<file path="src/common/ivmu_pkg.sv">
package ivmu_pkg;
	// sources covered: irq 45..75, index = irq - first irq
	localparam int IVMU_FIRST_IRQ = 45;
	localparam int IVMU_NUM_SRC = 31;
	localparam int IVMU_NUM_GRP = 12;
	localparam logic [30:0] IVMU_FLAG_RST = 31'h0;
	localparam logic [30:0] IVMU_ENABLE_RST = 31'h0;
	localparam logic [31:0] IVMU_PRIO_RST = 32'h0;
	localparam logic [5:0] IVMU_VEC_NONE = 6'h00;
	// priority group of each source (index 0 = irq 45)
	localparam logic [3:0] IVMU_SRC_GRP [0:30] = '{
		4'h0, 4'h0, 4'h0, 4'h0, 4'h0, 4'h0,
		4'h1, 4'h1,
		4'h2, 4'h2, 4'h2,
		4'h3, 4'h3, 4'h3,
		4'h4, 4'h4, 4'h4,
		4'h5, 4'h5, 4'h5,
		4'h6, 4'h6, 4'h6,
		4'h7, 4'h7, 4'h7,
		4'h8,
		4'h9, 4'ha, 4'hb, 4'hc};
	// vector of each group
	localparam logic [5:0] IVMU_GRP_VEC [0:12] = '{
		6'h21, 6'h22, 6'h23, 6'h24, 6'h25, 6'h26, 6'h27,
		6'h28, 6'h29, 6'h2a, 6'h2b, 6'h2c, 6'h2d};
	// priority word (8..11) and low bit of 5-bit field in that word
	localparam logic [1:0] IVMU_GRP_WORD [0:12] = '{
		2'h0, 2'h0, 2'h0, 2'h1, 2'h1, 2'h1, 2'h1,
		2'h2, 2'h2, 2'h2, 2'h2, 2'h3, 2'h3};
	localparam logic [4:0] IVMU_GRP_LSB [0:12] = '{
		5'h08, 5'h10, 5'h18, 5'h00, 5'h08, 5'h10, 5'h18,
		5'h00, 5'h08, 5'h10, 5'h18, 5'h00, 5'h08};
	// dma channels (irq 72..75) are not persistent
	localparam logic [30:0] IVMU_PERSIST = 31'h07ffffff;
	// flag word bit positions: word 1 bits 13..31 then word 2 bits 0..11
	localparam int IVMU_W1_LSB = 13;
	localparam int IVMU_W1_CNT = 19;
endpackage

</file>
<file path="src/hw/ivmu_prio_pick.sv">
`timescale 1ns/100ps
module ivmu_prio_pick
	import ivmu_pkg::*;
(
	// candidates
	input wire logic [30:0] active_in,
	input wire logic [4:0] rank_in [0:30],
	// result
	output logic hit_out,
	output logic [4:0] idx_out
);
	// strict greater keeps the lower irq on ties
	always_comb begin
		logic [4:0] best_rank;
		best_rank = 5'h00;
		hit_out = 1'b0;
		idx_out = 5'h00;
		for (int i = 0; i < IVMU_NUM_SRC; i++) begin
			if (active_in[i] && (!hit_out || rank_in[i] > best_rank)) begin
				hit_out = 1'b1;
				best_rank = rank_in[i];
				idx_out = 5'(i);
			end
		end
	end
endmodule // ivmu_prio_pick

</file>
<file path="src/hw/ivmu_top.sv">
`timescale 1ns/100ps
// Operation
// - port change B..G are irq 45..50, vector 33, flags word1 13..18, prio word8 12:8
// - parallel port event/error are irq 51/52, vector 34, flags word1 19..20
// - second spi fault/rx/tx are irq 53..55, vector 35, prio word8 28:24
// - second uart error/rx/tx are irq 56..58, vector 36, prio word9 4:0
// - second i2c collision/target/controller are irq 59..61, vector 37
// - third uart irq 62..64, vector 38, flags word1 30..31 and word2 0
// - fourth uart irq 65..67, vector 39, flags word2 1..3, prio word9 28:24
// - fifth uart irq 68..70, vector 40, flags word2 4..6, prio word10 4:0
// - dma channels 0..3 are irq 72..75, vectors 42..45, flags word2 8..11
// - dma requests are non-persistent; all other sources are persistent
// - flag reads 1 once its source requested; resets 0; software writable
// - enable 1 permits source, 0 blocks it; resets to 0
module ivmu_top
	import ivmu_pkg::*;
(
	// clock and reset
	input wire logic clk_in,
	input wire logic rstn_in,
	// sources, index 0 = irq 45
	input wire logic [30:0] src_req_in,
	// flag word writes: a strobe per word loads its data into that word
	input wire logic flag1_wr_in,
	input wire logic [31:0] flag1_wdata_in,
	input wire logic flag2_wr_in,
	input wire logic [31:0] flag2_wdata_in,
	// enable word writes
	input wire logic enable1_wr_in,
	input wire logic [31:0] enable1_wdata_in,
	input wire logic enable2_wr_in,
	input wire logic [31:0] enable2_wdata_in,
	// priority words 8..11
	input wire logic [3:0] prio_wr_in,
	input wire logic [31:0] prio_wdata_in,
	// status
	output logic [31:0] flag1_out,
	output logic [31:0] flag2_out,
	output logic [31:0] enable1_out,
	output logic [31:0] enable2_out,
	// core request
	output logic core_req_out,
	output logic [5:0] core_vec_out,
	output logic [2:0] core_prio_out
);
	logic [30:0] flag_ff;
	logic [30:0] enable_ff;
	logic [31:0] prio_ff [0:3];
	logic [30:0] src_prev_ff;
	logic core_req_ff;
	logic [5:0] core_vec_ff;
	logic [2:0] core_prio_ff;

	// unpack word images to per-source vectors
	function automatic logic [30:0] word_to_src(input logic [31:0] w1, input logic [31:0] w2);
		word_to_src = {w2[11:0], w1[31:13]};
	endfunction

	function automatic logic [4:0] grp_field(input logic [31:0] words [0:3], input logic [3:0] g);
		logic [31:0] w;
		w = words[IVMU_GRP_WORD[g]];
		grp_field = 5'(w >> IVMU_GRP_LSB[g]);
	endfunction

	////////////////////////////////////////////////////////////////
	// flags
	wire [30:0] flag_wvalue = word_to_src(flag1_wdata_in, flag2_wdata_in);
	wire [30:0] flag_wmask = {{12{flag2_wr_in}}, {19{flag1_wr_in}}};
	// persistent sources raise on level, dma on rising edge only
	wire [30:0] src_rise = src_req_in & ~src_prev_ff;
	wire [30:0] src_set = (src_req_in & IVMU_PERSIST) | (src_rise & ~IVMU_PERSIST);
	// set wins over a software clear in the same cycle
	wire [30:0] nxt_flag = ((flag_ff & ~flag_wmask) | (flag_wvalue & flag_wmask)) | src_set;
	wire [30:0] enable_wvalue = word_to_src(enable1_wdata_in, enable2_wdata_in);
	wire [30:0] enable_wmask = {{12{enable2_wr_in}}, {19{enable1_wr_in}}};
	wire [30:0] nxt_enable = (enable_ff & ~enable_wmask) | (enable_wvalue & enable_wmask);

	always_ff @(posedge clk_in) begin
		if (!rstn_in) begin
			flag_ff <= IVMU_FLAG_RST;
			enable_ff <= IVMU_ENABLE_RST;
			src_prev_ff <= 31'h0;
		end else begin
			flag_ff <= nxt_flag;
			enable_ff <= nxt_enable;
			src_prev_ff <= src_req_in;
		end
	end

	always_ff @(posedge clk_in) begin
		for (int k = 0; k < 4; k++) begin
			if (!rstn_in) begin
				prio_ff[k] <= IVMU_PRIO_RST;
			end else if (prio_wr_in[k]) begin
				prio_ff[k] <= prio_wdata_in;
			end
		end
	end

	////////////////////////////////////////////////////////////////
	// arbitration
	wire [30:0] active = flag_ff & enable_ff;
	logic [4:0] rank [0:30];
	always_comb begin
		for (int i = 0; i < IVMU_NUM_SRC; i++) begin
			rank[i] = grp_field(prio_ff, IVMU_SRC_GRP[i]);
		end
	end
	wire pick_hit;
	wire [4:0] pick_idx;
	ivmu_prio_pick u_pick (
		.active_in(active),
		.rank_in(rank),
		.hit_out(pick_hit),
		.idx_out(pick_idx)
	);
	wire [3:0] pick_grp = IVMU_SRC_GRP[pick_idx];
	wire [4:0] pick_rank = rank[pick_idx];
	// priority 0 disables the source at the core
	wire nxt_core_req = pick_hit && (pick_rank[4:2] != 3'h0);
	wire [5:0] nxt_core_vec = nxt_core_req ? IVMU_GRP_VEC[pick_grp] : IVMU_VEC_NONE;
	wire [2:0] nxt_core_prio = nxt_core_req ? pick_rank[4:2] : 3'h0;

	always_ff @(posedge clk_in) begin
		if (!rstn_in) begin
			core_req_ff <= 1'b0;
			core_vec_ff <= IVMU_VEC_NONE;
			core_prio_ff <= 3'h0;
			flag1_out <= 32'h0;
			flag2_out <= 32'h0;
			enable1_out <= 32'h0;
			enable2_out <= 32'h0;
		end else begin
			core_req_ff <= nxt_core_req;
			core_vec_ff <= nxt_core_vec;
			core_prio_ff <= nxt_core_prio;
			flag1_out <= {nxt_flag[18:0], 13'h0};
			flag2_out <= {20'h0, nxt_flag[30:19]};
			enable1_out <= {nxt_enable[18:0], 13'h0};
			enable2_out <= {20'h0, nxt_enable[30:19]};
		end
	end
	assign core_req_out = core_req_ff;
	assign core_vec_out = core_vec_ff;
	assign core_prio_out = core_prio_ff;

	////////////////////////////////////////////////////////////////
	// checks
	// flag and enable behaviour
	flag_sticky_a: assert property (@(posedge clk_in) disable iff (!rstn_in)
		(src_req_in[0] ##1 1'b1) |-> flag_ff[0]) else $error("persistent flag missed");
	flag_image_a: assert property (@(posedge clk_in) disable iff (!rstn_in)
		flag1_out == {flag_ff[18:0], 13'h0} && flag2_out == {20'h0, flag_ff[30:19]})
		else $error("flag word image wrong");
	persist_set_a: assert property (@(posedge clk_in) disable iff (!rstn_in)
		src_req_in[26] |=> flag_ff[26]) else $error("persistent source not flagged");
	dma_edge_a: assert property (@(posedge clk_in) disable iff (!rstn_in)
		($past(src_req_in[27]) && src_req_in[27] && flag2_wr_in && !flag2_wdata_in[8]) |=> !flag_ff[27])
		else $error("dma flag set by level");
	dma_rise_a: assert property (@(posedge clk_in) disable iff (!rstn_in)
		(!$past(src_req_in[30]) && src_req_in[30]) |=> flag_ff[30]) else $error("dma edge missed");
	enable_reset_a: assert property (@(posedge clk_in)
		!rstn_in |=> enable_ff == 31'h0) else $error("enable not cleared");
	enable_hold_a: assert property (@(posedge clk_in) disable iff (!rstn_in)
		(!enable1_wr_in && !enable2_wr_in) |=> $stable(enable_ff)) else $error("enable changed without write");
	enable_block_a: assert property (@(posedge clk_in) disable iff (!rstn_in)
		(enable_ff == 31'h0) |=> !core_req_ff) else $error("request with all sources blocked");
	// vector map; priority compared against the word as it stood when the choice was made
	cn_vec_a: assert property (@(posedge clk_in) disable iff (!rstn_in)
		(active == 31'h00000001 && prio_ff[0][12:10] != 3'h0)
		|=> core_vec_ff == 6'h21 && core_prio_ff == $past(prio_ff[0][12:10]))
		else $error("port change vector wrong");
	cn_last_a: assert property (@(posedge clk_in) disable iff (!rstn_in)
		(active == 31'h00000020 && prio_ff[0][12:10] != 3'h0) |=> core_vec_ff == 6'h21)
		else $error("last port change vector wrong");
	pport_vec_a: assert property (@(posedge clk_in) disable iff (!rstn_in)
		(active == 31'h00000040 && prio_ff[0][20:18] != 3'h0) |=> core_vec_ff == 6'h22)
		else $error("parallel port vector wrong");
	pport_err_a: assert property (@(posedge clk_in) disable iff (!rstn_in)
		(active == 31'h00000080 && prio_ff[0][20:18] != 3'h0) |=> core_vec_ff == 6'h22)
		else $error("parallel port error vector wrong");
	spi_vec_a: assert property (@(posedge clk_in) disable iff (!rstn_in)
		(active == 31'h00000100 && prio_ff[0][28:26] != 3'h0) |=> core_vec_ff == 6'h23)
		else $error("second spi vector wrong");
	uart2_vec_a: assert property (@(posedge clk_in) disable iff (!rstn_in)
		(active == 31'h00000800 && prio_ff[1][4:2] != 3'h0) |=> core_vec_ff == 6'h24)
		else $error("second uart vector wrong");
	i2c_vec_a: assert property (@(posedge clk_in) disable iff (!rstn_in)
		(active == 31'h00004000 && prio_ff[1][12:10] != 3'h0) |=> core_vec_ff == 6'h25)
		else $error("second i2c vector wrong");
	uart3_low_a: assert property (@(posedge clk_in) disable iff (!rstn_in)
		(active == 31'h00040000 && prio_ff[1][20:18] != 3'h0) |=> core_vec_ff == 6'h26)
		else $error("third uart low word vector wrong");
	uart3_split_a: assert property (@(posedge clk_in) disable iff (!rstn_in)
		(active == 31'h00080000 && prio_ff[1][20:18] != 3'h0) |=> core_vec_ff == 6'h26)
		else $error("third uart vector wrong");
	uart4_vec_a: assert property (@(posedge clk_in) disable iff (!rstn_in)
		(active == 31'h00100000 && prio_ff[1][28:26] != 3'h0) |=> core_vec_ff == 6'h27)
		else $error("fourth uart vector wrong");
	uart5_vec_a: assert property (@(posedge clk_in) disable iff (!rstn_in)
		(active == 31'h00800000 && prio_ff[2][4:2] != 3'h0) |=> core_vec_ff == 6'h28)
		else $error("fifth uart vector wrong");
	dma_zero_vec_a: assert property (@(posedge clk_in) disable iff (!rstn_in)
		(active == 31'h08000000 && prio_ff[2][20:18] != 3'h0) |=> core_vec_ff == 6'h2a)
		else $error("first dma vector wrong");
	dma3_vec_a: assert property (@(posedge clk_in) disable iff (!rstn_in)
		(active == 31'h40000000 && prio_ff[3][12:10] != 3'h0) |=> core_vec_ff == 6'h2d)
		else $error("dma3 vector wrong");
	// core request
	req_needs_en_a: assert property (@(posedge clk_in) disable iff (!rstn_in)
		core_req_ff |-> $past(active) != 31'h0) else $error("request without enabled flag");
	req_prio_a: assert property (@(posedge clk_in) disable iff (!rstn_in)
		core_req_ff |-> core_prio_ff != 3'h0) else $error("request at priority zero");
	idle_vec_a: assert property (@(posedge clk_in) disable iff (!rstn_in)
		!core_req_ff |-> (core_vec_ff == IVMU_VEC_NONE && core_prio_ff == 3'h0)) else $error("idle vector not cleared");
	// dma2 and dma3 fields both live in the last priority word
	tie_low_irq_a: assert property (@(posedge clk_in) disable iff (!rstn_in)
		(active == 31'h60000000 && prio_ff[3][4:0] == prio_ff[3][12:8] && prio_ff[3][12:10] != 3'h0)
		|=> core_vec_ff == 6'h2c) else $error("tie not by natural order");
endmodule // ivmu_top

</file>
<file path="config.mk">
export PLATFORM = sky130hd
export DESIGN_NAME = ivmu_top
export DESIGN_NICKNAME = d
export VERILOG_FILES = /design/src/common/ivmu_pkg.sv /design/src/hw/ivmu_prio_pick.sv /design/src/hw/ivmu_top.sv
export SDC_FILE = /design/constraint.sdc
export NUM_CORES = 1
export LEC_CHECK = 0
export ABC_AREA = 1
export BUFFER_PORTS_ARGS = -buffer_cell sky130_fd_sc_hd__buf_4
export CAP_MARGIN = 20
export CORE_MARGIN = 1
export CORE_UTILIZATION = 45
export CTS_BUF_LIST = sky130_fd_sc_hd__clkbuf_16
export DETAILED_ROUTE_END_ITERATION = 10
export GPL_TIMING_DRIVEN = 0
export HOLD_SLACK_MARGIN = 0.15
export PLACE_DENSITY = 0.7
export REMOVE_ABC_BUFFERS = 1
export SETUP_SLACK_MARGIN = 0.2
export SYNTH_ARGS = -nofsm -noshare
export SYNTH_HDL_FRONTEND = slang
export SYNTH_HIERARCHICAL = 1
export SYNTH_SLANG_ARGS = --single-unit
</file>
<file path="constraint.sdc">
create_clock -name clk_in -period 45.5 [get_ports clk_in]
set_input_delay 11.375 -clock clk_in [delete_from_list [all_inputs] [get_ports clk_in]]
set_output_delay 11.375 -clock clk_in [all_outputs]
set_load 0.02 [all_outputs]
</file>
# Yosys cells after proc, flatten, opt, wreduce, memory -nomap -nowiden
# Memories as Yosys holds them, arrays and structs flattened. A register that Yosys moved wholly into a read port is not among the register bits.
# Index checks and enable logic that the tools add are counted.
[totals]
reg_bits = 325
rom_bits = 224
wordCells = 255
mem_count = 2
[mem_list]
columns = ["memory", "depth", "width", "read_ports", "rd_clocked_by_memory_dff", "write_ports", "line", "source"]
rows = [
  ["(name not given)", 32, 4, 1, 0, 0, "ivmu_top.sv:117", "wire [3:0] pick_grp = IVMU_SRC_GRP[pick_idx];"],
  ["(name not given)", 16, 6, 1, 1, 0, "ivmu_top.sv:121", "wire [5:0] nxt_core_vec = nxt_core_req ? IVMU_GRP_VEC[pick_grp] : IVMU_VEC_NONE;"],
]
[op_classes]
order_cmp = 31
muxes = 96
n_bitwise = 15
reduce_logical = 94
[ops]
columns = ["op", "n"]
rows = [
  ["5-bit two-way mux", 47],
  ["31-bit AND", 6],
  ["5-bit > comparator", 30],
  ["31-bit inverter", 3],
  ["31-bit bitwise OR", 3],
  ["4-bit two-way mux", 10],
  ["1-bit two-way mux", 32],
  ["1-bit logical AND", 31],
  ["1-bit logical NOT", 31],
  ["27-bit by 31-bit bitwise OR with 31-bit output", 1],
  ["1-bit logical OR", 30],
  ["5-bit binary-select mux with 5-bit select", 1],
  ["3-bit two-way mux", 4],
  ["6-bit >= comparator, second input constant", 1],
  ["5-bit inverter with 6-bit output", 1],
  ["4-bit inverter with 5-bit output", 1],
  ["2-bit two-way mux", 2],
  ["3-bit nonzero test", 1],
  ["2-bit AND reduction", 1],
]

# Logic depth before layout (Yosys ltp)
# Gate-level depths: netlist of the first run.
[logic_depth]
word_depth = 130
depth_mapped = 344
mapped_depth_nobuf = 317

# By module
# The synthesis of the first run kept the hierarchy.
[modules_own_cells]
columns = ["module", "n_inst", "cells_each", "area_each_um2", "seq_area_each_um2"]
rows = [
  ["ivmu_top", 1, 874, 6414.9, 2802.7],
  ["ivmu_prio_pick", 1, 1220, 6393.6, 0.0],
]

# Worst setup path after synthesis of the first run
# OpenSTA, ideal clock, no wires.
[synth_timing]
path_kind = "reg-to-reg"
startpoint = "reg flag_ff[0]"
endpoint = "reg core_vec_ff[2], in the netlist core_vec_out[2]"
arrival_time_ps = 35161
path_slack_ps = 10221
path_stages_with_launch = 336
path_buffers = 29
period_less_slack_ps = 35279
path_cell_list = "dfxtp_1 > nand2_1 > inv_1 > nand2_1 > ha_1 > nand2_1 > nor2_1 > nand2_1 > nand3_1 > nand2_1 > nand2_1 > nand2_2 > nand2_1 > o21ai_0 > ha_1 > nand2_1 > nor2_1 > nand2_1 > [... 300 more ...] > o21bai_1 > a21oi_1 > nor2_1 > o22ai_1 > o21ai_0 > nand2_1 > nand2_2 > nor2_2 > nand2_1 > buf_4 > buf_4 > o211ai_1 > o21ai_0 > o21ai_0 > inv_1 > ha_1 > o21ai_0 > nor2_2"
[synth_via]
elab_chain_len = 130
elab_cells_between_ends = 224
[synth_rtl]
columns = ["element", "line", "source"]
rows = [
  ["from (decl)", "ivmu_top.sv:46", "logic [30:0] flag_ff;"],
  ["from (signal assigned)", "ivmu_top.sv:84", "flag_ff <= nxt_flag;"],
  ["31-bit AND *", "ivmu_top.sv:102", "wire [30:0] active = flag_ff & enable_ff;"],
  ["net active[0]", "ivmu_top.sv:102", ""],
  ["5-bit two-way mux / 1-bit two-way mux (equally long branches)", "ivmu_prio_pick.sv:19", "if (active_in[i] && (!hit_out || rank_in[i] > best_rank)) begin"],
  ["5-bit > comparator / 1-bit logical NOT (equally long branches)", "ivmu_prio_pick.sv:19", ""],
  ["1-bit logical OR", "ivmu_prio_pick.sv:19", ""],
  ["1-bit logical AND", "ivmu_prio_pick.sv:19", ""],
  ["5-bit two-way mux / 1-bit two-way mux (equally long branches)", "ivmu_prio_pick.sv:19", ""],
  ["5-bit > comparator / 1-bit logical NOT (equally long branches)", "ivmu_prio_pick.sv:19", ""],
  ["[... 115 more ...]", "n/a", ""],
  ["net pick_idx[2]", "ivmu_top.sv:110", "wire [4:0] pick_idx;"],
  ["5-bit inverter with 6-bit output (implied by the code) *", "ivmu_top.sv:117, ivmu_top.sv:118", ""],
  ["5-bit binary-select mux with 5-bit select", "ivmu_top.sv:118", "wire [4:0] pick_rank = rank[pick_idx];"],
  ["5-bit two-way mux (implied by the code) (2 in a row)", "ivmu_top.sv:118", ""],
  ["3-bit nonzero test", "ivmu_top.sv:120", "wire nxt_core_req = pick_hit && (pick_rank[4:2] != 3'h0);"],
  ["1-bit logical AND", "ivmu_top.sv:120", ""],
  ["2-bit AND reduction (no line)", "n/a", ""],
  ["1-bit logical NOT (no line)", "n/a", ""],
  ["to (decl)", "ivmu_top.sv:51", "logic [5:0] core_vec_ff;"],
]
# The timed path passes the listed nets; every way through them passes the cells marked *. The select of a mux whose other input is x is not followed.
# A chain may end at the register's enable or synchronous reset.

# Worst setup path after layout of the first run
[layout_timing]
startpoint = "reg prio_ff[106] (netlist bit)"
endpoint = "reg core_vec_ff[2], in the netlist core_vec_out[2]"
[layout_via]
elab_chain_len = 129
elab_cells_between_ends = 221
[layout_rtl]
columns = ["element", "line", "source"]
rows = [
  ["from (decl)", "ivmu_top.sv:48", "logic [31:0] prio_ff [0:3];"],
  ["from (signal, indexed assignment)", "ivmu_top.sv:95", "prio_ff[k] <= prio_wdata_in;"],
  ["5-bit two-way mux", "ivmu_prio_pick.sv:19", ""],
  ["5-bit > comparator", "ivmu_prio_pick.sv:19", ""],
  ["1-bit logical OR", "ivmu_prio_pick.sv:19", ""],
  ["1-bit logical AND", "ivmu_prio_pick.sv:19", ""],
  ["5-bit two-way mux / 1-bit two-way mux (equally long branches)", "ivmu_prio_pick.sv:19", ""],
  ["5-bit > comparator / 1-bit logical NOT (equally long branches)", "ivmu_prio_pick.sv:19", ""],
  ["1-bit logical OR", "ivmu_prio_pick.sv:19", ""],
  ["1-bit logical AND", "ivmu_prio_pick.sv:19", ""],
  ["[... 113 more ...]", "n/a", ""],
  ["net pick_idx[2]", "ivmu_top.sv:110", ""],
  ["5-bit inverter with 6-bit output (implied by the code) *", "ivmu_top.sv:117, ivmu_top.sv:118", ""],
  ["5-bit binary-select mux with 5-bit select", "ivmu_top.sv:118", ""],
  ["5-bit two-way mux (implied by the code) (2 in a row)", "ivmu_top.sv:118", ""],
  ["3-bit nonzero test", "ivmu_top.sv:120", ""],
  ["1-bit logical AND", "ivmu_top.sv:120", ""],
  ["2-bit AND reduction (no line)", "n/a", ""],
  ["1-bit logical NOT (no line)", "n/a", ""],
]
# Marked as above.

==> summary by stage, run 1 <==
STA
The maximum frequency from static timing analysis is 25.1 MHz. The worst max-slew margin expressed relative to the limit is a little under half. Setup slack on the critical path of the routed design comes to between 5000 and 6000 ps. The shortest clock period the worst path allows after layout is between 30,000 and 40,000 ps. On the final layout, the worst clock skew is 15.2 ps.

The post-route fraction of the period consumed by the critical path is 87.7%. The number of max-slew violations in the final report is 0. The total negative slack is 0 ps.

The final hold violation count is 0. The final setup violation count is 0. Setup repair after global routing left no endpoint under its margin.

The slew at the pin with the worst max-slew slack is between 800 and 900 ps. The final-layout worst hold slack is 435 ps.

Detailed routing
The aggregate routed wire length is around 34,000 µm. For this block, the via count after detailed routing is 13,100. The number of nets still failing antenna checks after routing is 0. The number of detailed-routing iterations run before antenna repair is 5. The initial DRC count is 806. The detailed-route vias per instance is 4.98.

In the final routed layout, each cell accounts on average for roughly 13 µm. In the routed design, unresolved DRC markers number 0.

Yosys
A synthesized cell averages around 6 µm². The dominant synthesized flop cell is sky130_fd_sc_hd__dfxtp_1. The most frequent cell after synthesis is sky130_fd_sc_hd__nand2_1. By count the netlist is led by sky130_fd_sc_hd__nand2_1 (507), sky130_fd_sc_hd__nor2_1 (285), sky130_fd_sc_hd__inv_1 (280).

After synthesis, the cell types taking the most area are sky130_fd_sc_hd__dfxtp_1 (22%), sky130_fd_sc_hd__nand2_1 (15%), sky130_fd_sc_hd__ha_1 (13%). The number of synthesized register bits is between 100 and 150. The count of flip-flops with a built-in enable after synthesis is 0.

The synthesized instance count is ~2,100. The number of library cell types mapped by synthesis is 40. The mapped netlist covers ~13,000 µm². For this run, the register share of the synthesized area comes to between 20% and 30%.

The share of the synthesized area in the top cell type is between 20% and 30%. Counting flops with an async set or reset pin after synthesis yields a share of 0%. sky130_fd_sc_hd__dfxtp_1 takes more of the synthesized area than any other cell. The number of synthesis warnings is 6.

Floorplan
From bottom edge to top edge, the die measures ~170 µm. The number of top-level pins is 339. The core region is 27,900 µm².

The initialized floorplan defines 61 standard-cell rows. The horizontal die dimension is about 170 µm. The initial core utilization is around 46%.

The overall die area is about 30,000 µm².

Outcome
The flow ran to the end, and the final reports show no timing, DRC or antenna violations.

Critical path
The critical path starts at prio_ff[106]. The worst register-to-register path ends at core_vec_out[2]. In this design, the largest share of critical-path delay is due to simple AND/OR/NAND/NOR gates. For this run, the slowest stage of the critical path takes about 610 ps. The most prevalent standard cell on the critical path is sky130_fd_sc_hd__nand2_1. The arrival time of data at the critical path endpoint is ~40,000 ps. The worst flop-to-flop path startpoint is prio_ff[106]. The type of element launching the critical path is a flop. The flop-to-flop setup slack is about 5600 ps. The buffers plus inverters on the worst setup path is 7. The data required time of the worst path is between 40,000 and 50,000 ps. The maximum fanout count along the critical path is 18. The depth of the most critical reg-to-reg path is approximately 290. The worst setup path category is reg -> reg.

The slowest stage of the critical path is the sky130_fd_sc_hd__dfxtp_1 cell. The category of the worst setup path capture point is a flop.

Layout
Relative to the synthesized area, the layout overhead comes to 14.8%. For this run, the share of the core covered by cells in the final layout is a little over half. In the final design database the tool counted between 2,000 and 3,000 nets. Of the cells placed in the final design, the portion with a size suffix greater than 1 is a little over an eighth. The count of inserted antenna diode cells is 0.

CTS
The quantity of hold-fixing buffers added after cts is 0. The cell sitting at the root of the clock tree is a sky130_fd_sc_hd__clkbuf_16. The number of buffers added for setup after CTS is 0. TritonCTS built the clock tree. The clock network latency to the later pin of the worst-skew pair is around 430 ps.

Gates resized during post-CTS repair numbered 0. In this run the number of H-tree levels came out at 4. The clock net in this run drives a total of 140 sinks. Clock tree synthesis inserted a total of 17 buffers. The clock-pin slew on the worst setup and hold paths is ~70 ps. Counting along the longest clock path gives a buffer depth of 2.

Global route
The number of global-route vias before repair is roughly 12,000. The initial antenna violation count is 0. The wire length of the first global-routing pass is 54,200 µm.

The pin count of the biggest net entering global routing is approximately 90. For this run, the total global-route usage over all layers was measured as a little under a quarter. The total overflow reported by the global router is 0.

Power
In this run the power density over the cells is 46.2 nW/µm². The internal portion of the total power is ~0.35 mW. The relative contribution of combinational cells to total power is between 50% and 60%. The power spent charging and discharging nets is approximately 0.33 mW. Registers are responsible for approximately a fifth of the overall power. The analysis attributes to cell leakage a power of about 8 nW. Net switching is between 40% and 50% of the power.

The worst IR drop on VDD is approximately 0.000036 V. The clock network is responsible for between 10% and 20% of the overall power.

Hold path
In this run the worst hold path is classified as reg -> reg. The worst hold path terminates at flag_ff[28]. The number of cells on the worst hold path is 1. In this run the most critical hold path is launched from src_prev_ff[28].

Placed design
The wire-length estimate of the detail-placed layout is ~26,000 µm. The congestion estimate from routability-driven global placement came to between 0.9 and 1. The count of port buffers added during placement is about 190. OpenSTA, run right after detailed placement, puts the worst setup slack at between 5000 and 6000 ps.

Run
The tool flagged a number of max-cap violations equal to 0.
power by group through the flow:
stage / Sequential, mW / Clock (mW) / Combinational (mW)
after floorplan: 0.153 / 0 / 0.294
after global placement: 0.148 / 0 / 0.384
after detailed placement: 0.148 / 0 / 0.396
after CTS: 0.145 / 0.134 / 0.399
after global routing: 0.147 / 0.140 / 0.464
final: 0.145 / 0.131 / 0.403
worst max path at each step:
| stage | slack (ps) | depth (start not counted) | to |
|---|---|---|---|
| after floorplan | 11870 | 302 | core_vec_out[1] |
| after global placement | 6800 | 293 | core_vec_out[2] |
| after detailed placement | 5500 | 289 | core_vec_out[2] |
| after CTS | 5340 | 289 | core_vec_out[2] |
| after global routing | 320 | 300 | core_vec_out[2] |
| final | 5610 | 289 | core_vec_out[2] |
metal layers:
| metal | vias up | share of wire [%] | routed length (µm) | track usage, % |
|---|---|---|---|---|
| li1 | 6864 | - | - | - |
| met1 | 5828 | 47 | 15800 | 30.4 |
| met2 | 372 | 46 | 15600 | 39.3 |
| met3 | 30 | 5.3 | 1770 | 2.78 |
| met4 | 0 | 1.2 | 406 | 5.37 |
| met5 | - | 0 | 0 | 0 |
placed cells by master (no fill, tap or decap), types with 11 or more instances in the layout:
| master | Yosys | final |
|---|---|---|
| sky130_fd_sc_hd__ha_1 | 132 | 132 |
| sky130_fd_sc_hd__o21bai_1 | 27 | 27 |
| sky130_fd_sc_hd__clkbuf_16 | 0 | 17 |
| sky130_fd_sc_hd__o211ai_1 | 11 | 11 |
| sky130_fd_sc_hd__nor2_1 | 285 | 285 |
| sky130_fd_sc_hd__buf_4 | 80 | 193 |
| sky130_fd_sc_hd__a21oi_1 | 54 | 54 |
| sky130_fd_sc_hd__nand3_1 | 169 | 169 |
| sky130_fd_sc_hd__dfxtp_1 | 140 | 138 |
| sky130_fd_sc_hd__conb_1 | 1 | 67 |
| sky130_fd_sc_hd__nand2_2 | 27 | 31 |
| sky130_fd_sc_hd__inv_1 | 280 | 281 |
| sky130_fd_sc_hd__nand2_1 | 507 | 503 |
| sky130_fd_sc_hd__o21ai_0 | 241 | 241 |
| sky130_fd_sc_hd__mux2_2 | 28 | 28 |
cells by family (layout without fill, tap and decap cells):
kind of cell / Yosys count / in the layout / share of synthesized area [%]
fa+ha+maj: 132 / 132 / 12.9
flops: 140 / 140 / 21.9
compound gates: 357 / 357 / 15.1
buf+inv: 421 / 514 / 15.1
simple gates: 1015 / 1015 / 32.5
mux: 28 / 28 / 2.46
other cells: 1 / 67 / 0.0293
area by class of cell:
type                            count  area, µm²
Inverter                          288       1080
Multi-Input combinational cell   1599       8330
Sequential cell                   140       2810
Tap cell                          378        473
Clock inverter                     15        115
Clock buffer                       17        425
Timing Repair Buffer              194       1480
Fill cell                        2887      13100
per-stage QoR:
| stage | cells | total power, mW | area, µm² |
|---|---|---|---|
| after floorplan | 2027 | 0.447 | 12200 |
| after global placement | 2598 | 0.532 | 14100 |
| after detailed placement | 2599 | 0.544 | 14200 |
| after CTS | 2631 | 0.678 | 14700 |
| after global routing | 2631 | 0.751 | 14700 |
| final | 2631 | 0.680 | 14700 |
No activity file was read; power rests on OpenSTA's default activity.
==> run 2, diff against run 1 <==
Settings changed: CORE_ASPECT_RATIO set to 0.75.
==> summary by stage, run 2 (synthesis gave the netlist of run 1 again) <==
STA
The final setup violation count is 0 (unchanged). The shortest clock period the worst path allows after layout came to 40,490 ps (+596 ps). The maximum frequency from static timing analysis is 24.7 MHz (-1.5%). The number of max-slew violations in the final report is 0 (unchanged). The worst max-slew margin expressed relative to the limit is 45.0% (-0.12 points). The total negative slack is 0 ps (unchanged). The clock tree skew after final layout is 12.1 ps (-3.13 ps). The post-route fraction of the period consumed by the critical path is 89.0% (+1.3 points). The slew at the pin with the worst max-slew slack was 824 ps (+1.82 ps). The final hold violation count is 0 (unchanged). Setup repair after global routing left no endpoint under its margin.

CTS
The count of cells resized by post-cts repair came to 0 (unchanged). The maximum count of clock buffers along a single path is 2 (unchanged). The quantity of hold-fixing buffers added after cts is 0 (unchanged). The number of buffers added for setup after CTS came to 0 (unchanged). TritonCTS built the clock tree. The number of buffers created by CTS was 17 (unchanged). The clock network latency to the later pin of the worst-skew pair is 440 ps (about the same). The clock-pin slew on the worst setup and hold paths is 70 ps (about the same). The TritonCTS sink count is 140 (unchanged). The CTS root buffer is sky130_fd_sc_hd__clkbuf_16. The level count of the clock H-tree came to 4 (unchanged).

Detailed routing
The initial DRC count is 915 (+14%). The detailed-route vias per instance is 4.99 (+0.36%). The number of detailed-routing iterations run before antenna repair is 11 (+6).

The number of vias in the routed layout is 13,200 (+0.63%). The aggregate routed wire length is 35,600 µm (+5.8%). The post-detailed-route wirelength per cell is 13.5 µm (+5.6%). The post-detailed-route DRC marker count is 1 (+1). The number of nets still failing antenna checks after routing came to 0 (unchanged).

Floorplan
The horizontal die dimension is 197 µm (+15%). The area of the placeable core was 28,000 µm² (+0.45%). The number of top-level pins is 339 (unchanged). The vertical die dimension is 148 µm (-13%). The initial core utilization is 45.8% (-0.21 points).

The count of standard-cell rows was 53 (-13%). The overall die area came to 29,100 µm² (about the same).

Global route
The total overflow reported by the global router was 0 (unchanged). The wire length of the first global-routing pass is 57,200 µm (+5.6%). The global routing usage summed across all routing layers is 24.3% (+1.4 points).

The number of global-route vias before repair is 11,900 (+2.1%). The pin count of the biggest net entering global routing came to 133 (+51%). The initial antenna violation count is 0 (unchanged).

Hold path
The number of cells on the worst hold path is 1 (unchanged). The endpoint of the worst hold-timing path is flag_ff[28]. The hold path startpoint is src_prev_ff[28]. The type of the worst min-delay path is reg -> reg.

Critical path
The slowest stage of the critical path belongs to the cell sky130_fd_sc_hd__o21ai_0. In this run the critical register-to-register path is captured at core_vec_out[2]. The arrival time of data at the critical path endpoint came to 40,810 ps (+620 ps).

The flop-to-flop setup slack is 5010 ps (-600 ps). The cell that appears most often on the critical path is sky130_fd_sc_hd__nand2_1. The worst flop-to-flop path startpoint is flag_ff[0].

The depth of the most critical reg-to-reg path is 296 (+2.4%). The maximum fanout count along the critical path is 13 (-5). The worst setup path category is reg -> reg.

The worst stage delay on the critical path is 390 ps (-220 ps). The type of element launching the critical path is a flop. STA classifies the critical path endpoint as a flop. The data required time of the worst path is 45,820 ps (+20 ps).

Outcome
The flow ran to the end, but the final reports show violations. The final reports fail on DRC.

Run
The number of max-cap violations came to 0 (unchanged).

Layout
The total of fill cells in the finished design is 2,862 (-0.87%). The total non-filler cell area in the finished layout came to 14,800 µm² (+0.32%). The fraction of final layout cells sized beyond drive strength 1 is 13.7% (+0.044 points). The most common library cell in the layout ignoring fill and taps is sky130_fd_sc_hd__nand2_1. The area growth from synthesis to layout is 15.2%. The library cells used most frequently in the layout, excluding fill and tap cells, are sky130_fd_sc_hd__nand2_1 (505), sky130_fd_sc_hd__nor2_1 (285), sky130_fd_sc_hd__inv_1 (279). The count of inserted antenna diode cells is 0 (unchanged).

The number of nets at the end of the flow is 2,573 (unchanged).

Placed design
The count of port buffers added during placement came to 193 (unchanged). The weighted congestion reported at the end of routability-driven placement is 0.935 (+2.2%). The final HPWL from detailed placement was 27,700 µm (+5.3%).

The instance area after placement came to 14,100 µm² (-0.13%).

Power
The worst IR drop on VDD came to 0.0000431 V (+20%). The power density over cell area is 47.2 nW/µm² (+2.2%). The leakage power is 8.22 nW (+0.23%).
==> run 2: worst max path at each step <==
stage                            start  slack [ps]              end
after global routing        flag_ff[0]         230  core_vec_out[2]
after detailed placement  prio_ff[107]        5410  core_vec_out[2]
after global placement    prio_ff[107]        6410  core_vec_out[2]
after floorplan             flag_ff[0]       11870  core_vec_out[1]
after CTS                 prio_ff[107]        5040  core_vec_out[2]
final                       flag_ff[0]        5010  core_vec_out[2]
==> run 2: area by class of cell <==
type / instances / area [µm²] / area share (%)
tap: 385 / 482 / 3.26
clock buffer: 17 / 425 / 2.88
inverter: 288 / 1080 / 7.33
sequential: 140 / 2810 / 19.0
timing repair buffer: 194 / 1480 / 10.0
clock inverter: 15 / 158 / 1.07
multi-input combinational: 1599 / 8330 / 56.4
==> run 2: power breakdown <==
part           internal [mW]  total (mW)  leakage, nW  switching (mW)
Sequential             0.134       0.146         1.17          0.0117
Clock                 0.0774       0.143        0.284          0.0659
Combinational          0.148       0.407         6.76           0.260
==> run 2: metrics by stage <==
step / setup slack (ps) / instances / utilization, % / total power [mW] / hold slack, ps
global route: 234 / 2638 / 52.7 / 0.766 / 436
floorplan: 11870 / 2027 / - / 0.447 / 391
CTS: 5040 / 2637 / 52.6 / 0.692 / 415
global placement: 6410 / 2605 / 50.5 / 0.532 / 396
finish: 5010 / 2638 / 52.7 / 0.697 / 409
detailed placement: 5410 / 2605 / 50.5 / 0.545 / 406
==> run 2: layer usage <==
metal	wire length, µm	GRT usage [%]	vias up	part of all wire (%)
met5	0	0	-	0
li1	-	-	6862	-
met1	17800	34.9	5886	50
met4	630	6.74	0	1.8
met2	14600	36.4	388	41
met3	2580	5.15	40	7.2
==> run 2: critical path: cells and delay by family (launching register included) <==
family / cells / cell delay (ps)
AOI/OAI and AO/OA: 56 / 8950
adders and majority gates: 31 / 9720
buffers and inverters: 8 / 780
DFF: 1 / 370
and+or+nand+nor: 201 / 20480
==> run 3, diff against run 2 <==
Settings changed: CORE_ASPECT_RATIO 0.75 to 0.6.
==> summary by stage, run 3 (synthesis gave the netlist of run 1 again) <==
Hold path
The number of cells on the worst hold path is 1 (unchanged). The min-delay analysis places its worst path in the category reg -> reg.

STA
The post-route fraction of the period consumed by the critical path is 89.4% (+0.38 points). Setup repair after global routing left no endpoint under its margin. The worst max-slew margin expressed relative to the limit was 44.6% (-0.36 points).

The final hold violation count was 0 (unchanged). The maximum frequency from static timing analysis is 24.6 MHz (-0.42%). The total negative slack is 0 ps (unchanged). The shortest clock period the worst path allows after layout is 40,660 ps (+172 ps). The clock tree skew after final layout came to 15.2 ps (+3.09 ps). The number of max-slew violations in the final report was 0 (unchanged). The slew at the pin with the worst max-slew slack is 830 ps (+5.45 ps).

The final setup violation count came to 0 (unchanged).

Placed design
The final HPWL from detailed placement is 30,900 µm (+12%). The count of port buffers added during placement is 193 (unchanged). The weighted congestion reported at the end of routability-driven placement was 0.911 (-2.6%).

The number of cells in the design after placement is 2,587 (-0.69%).

Detailed routing
The detailed-route vias per instance was 5.17 (+3.6%). The number of vias in the routed layout is 13,500 (+2.8%). The aggregate routed wire length came to 38,900 µm (+9.3%). The number of detailed-routing iterations run before antenna repair is 10 (-1). The post-detailed-route wirelength per cell is 14.8 µm (+10%). The initial DRC count was 1,268 (+39%). The number of nets still failing antenna checks after routing is 0 (unchanged). The post-detailed-route DRC marker count is 3 (+2).

Layout
The area used by multi-input combinational logic is 8340 µm² (+0.15%). The number of standard cells in the final layout excluding fillers is 2,619 (-0.72%). The total of fill cells in the finished design is 2,856 (-0.21%). The top cell types in the final layout, fill and taps aside, are sky130_fd_sc_hd__nand2_1 (502), sky130_fd_sc_hd__nor2_1 (285), sky130_fd_sc_hd__inv_1 (280). The number of nets at the end of the flow is 2,573 (unchanged). The area growth from synthesis to layout is 14.7%.

The count of inserted antenna diode cells is 0 (unchanged). The library cell used most frequently in the layout, excluding fill and tap cells, is sky130_fd_sc_hd__nand2_1. The fraction of final layout cells sized beyond drive strength 1 is 13.6% (-0.038 points). The register area was 2810 µm² (unchanged).

CTS
The clock-pin slew on the worst setup and hold paths is 60 ps (about the same). The level count of the clock H-tree was 4 (unchanged). The clock network latency to the later pin of the worst-skew pair is 440 ps (about the same).

The count of cells resized by post-cts repair came to 0 (unchanged). The TritonCTS sink count is 140 (unchanged). The maximum count of clock buffers along a single path was 2 (unchanged). The TritonCTS clock tree is built. The CTS root buffer is sky130_fd_sc_hd__clkbuf_16. The quantity of hold-fixing buffers added after cts is 0 (unchanged). The number of buffers added for setup after CTS is 0 (unchanged). The number of buffers created by CTS is 17 (unchanged).

Power
The power density over cell area was 47.5 nW/µm² (+0.55%). The worst IR drop on VDD is 0.0000306 V (-29%). The leakage power is 8.18 nW (-0.39%).

Critical path
The maximum fanout count along the critical path is 13 (unchanged). The arrival time of data at the critical path endpoint came to 40,980 ps (+170 ps). The worst stage delay on the critical path is 370 ps (-20 ps). The data required time of the worst path is 45,820 ps (about the same). The worst-path cell with the longest stage delay is sky130_fd_sc_hd__ha_1. The worst setup path category is reg -> reg. The depth of the most critical reg-to-reg path is 299 (+1.0%).

The category of the worst setup path capture point is a flop. The most prevalent standard cell on the critical path is sky130_fd_sc_hd__nand2_1. The type of element launching the critical path is a flop.

Floorplan
The number of top-level pins is 339 (unchanged). The initial core utilization is 46.1% (+0.38 points). The vertical die dimension is 133 µm (-10%).

The horizontal die dimension is 220 µm (+12%). The overall die area is 29,200 µm² (about the same). The area of the placeable core was 27,800 µm² (-0.81%). The count of standard-cell rows came to 47 (-11%).

Global route
The initial antenna violation count is 0 (unchanged). The pin count of the biggest net entering global routing is 133 (unchanged). The number of global-route vias before repair came to 12,300 (+3.5%).

The total overflow reported by the global router is 0 (unchanged). The wire length of the first global-routing pass is 62,500 µm (+9.2%). The global routing usage summed across all routing layers came to 26.9% (+2.6 points).

Run
The number of max-cap violations came to 0 (unchanged).

Outcome
The checks that failed: DRC. The run finished, with violations left.
[run 3: cell types whose count changed in the layout (fill, tap and decap cells not counted), sizes merged]
cell / previous run / this run
clkinvlp: 1 / 5
inv: 292 / 288
clkinv: 9 / 8
[run 3: final timing paths]
kind              startpoint              end  slack (ps)
min reg2reg  src_prev_ff[28]      flag_ff[28]         410
max reg2reg       flag_ff[0]  core_vec_out[2]        4840
min          src_prev_ff[28]      flag_ff[28]         410
max               flag_ff[0]  core_vec_out[2]        4840
[run 3: final cells by class]
cell class / count / area share, %
repair buffers: 194 / 10.0
flip-flops and latches: 140 / 19.1
inverters: 288 / 7.36
clock buffers: 17 / 2.89
clock inverters: 14 / 0.724
multi-input cells: 1599 / 56.8
well taps: 367 / 3.12
[run 3: metal layers]
| metal | vias up | part of all wire, % | GRT usage, % |
|---|---|---|---|
| met1 | 6183 | 50 | 41.1 |
| met3 | 29 | 9.1 | 5.95 |
| met4 | 0 | 0.87 | 5.75 |
| met5 | - | 0 | 0 |
| li1 | 6867 | - | - |
| met2 | 467 | 40 | 37.7 |
[run 3: power by group]
part	switching, mW	internal [mW]
Clock	0.0570	0.0737
Combinational	0.272	0.149
Sequential	0.0122	0.134
Total	0.341	0.357
[run 3: metrics by stage]
| step | hold WS (ps) | total power, mW | worst slack [ps] | util (%) | cell area, µm² |
|---|---|---|---|---|---|
| after floorplan | 391 | 0.447 | 11870 | - | 12200 |
| after global placement | 397 | 0.539 | 6000 | 50.8 | 14100 |
| after detailed placement | 408 | 0.555 | 4630 | 50.8 | 14100 |
| after CTS | 416 | 0.689 | 4530 | 52.8 | 14600 |
| after global routing | 445 | 0.763 | 173 | 52.9 | 14700 |
| final | 411 | 0.698 | 4840 | 52.9 | 14700 |
[run 3: worst max-delay path: cells and delay by family, from the launching register on]
kind                       cells  cell delay [ps]
and+or+nand+nor              216            22720
DFF                            1              360
adders and majority gates     30             9540
AOI/OAI and AO/OA             47             7360
buffers and inverters          6              510
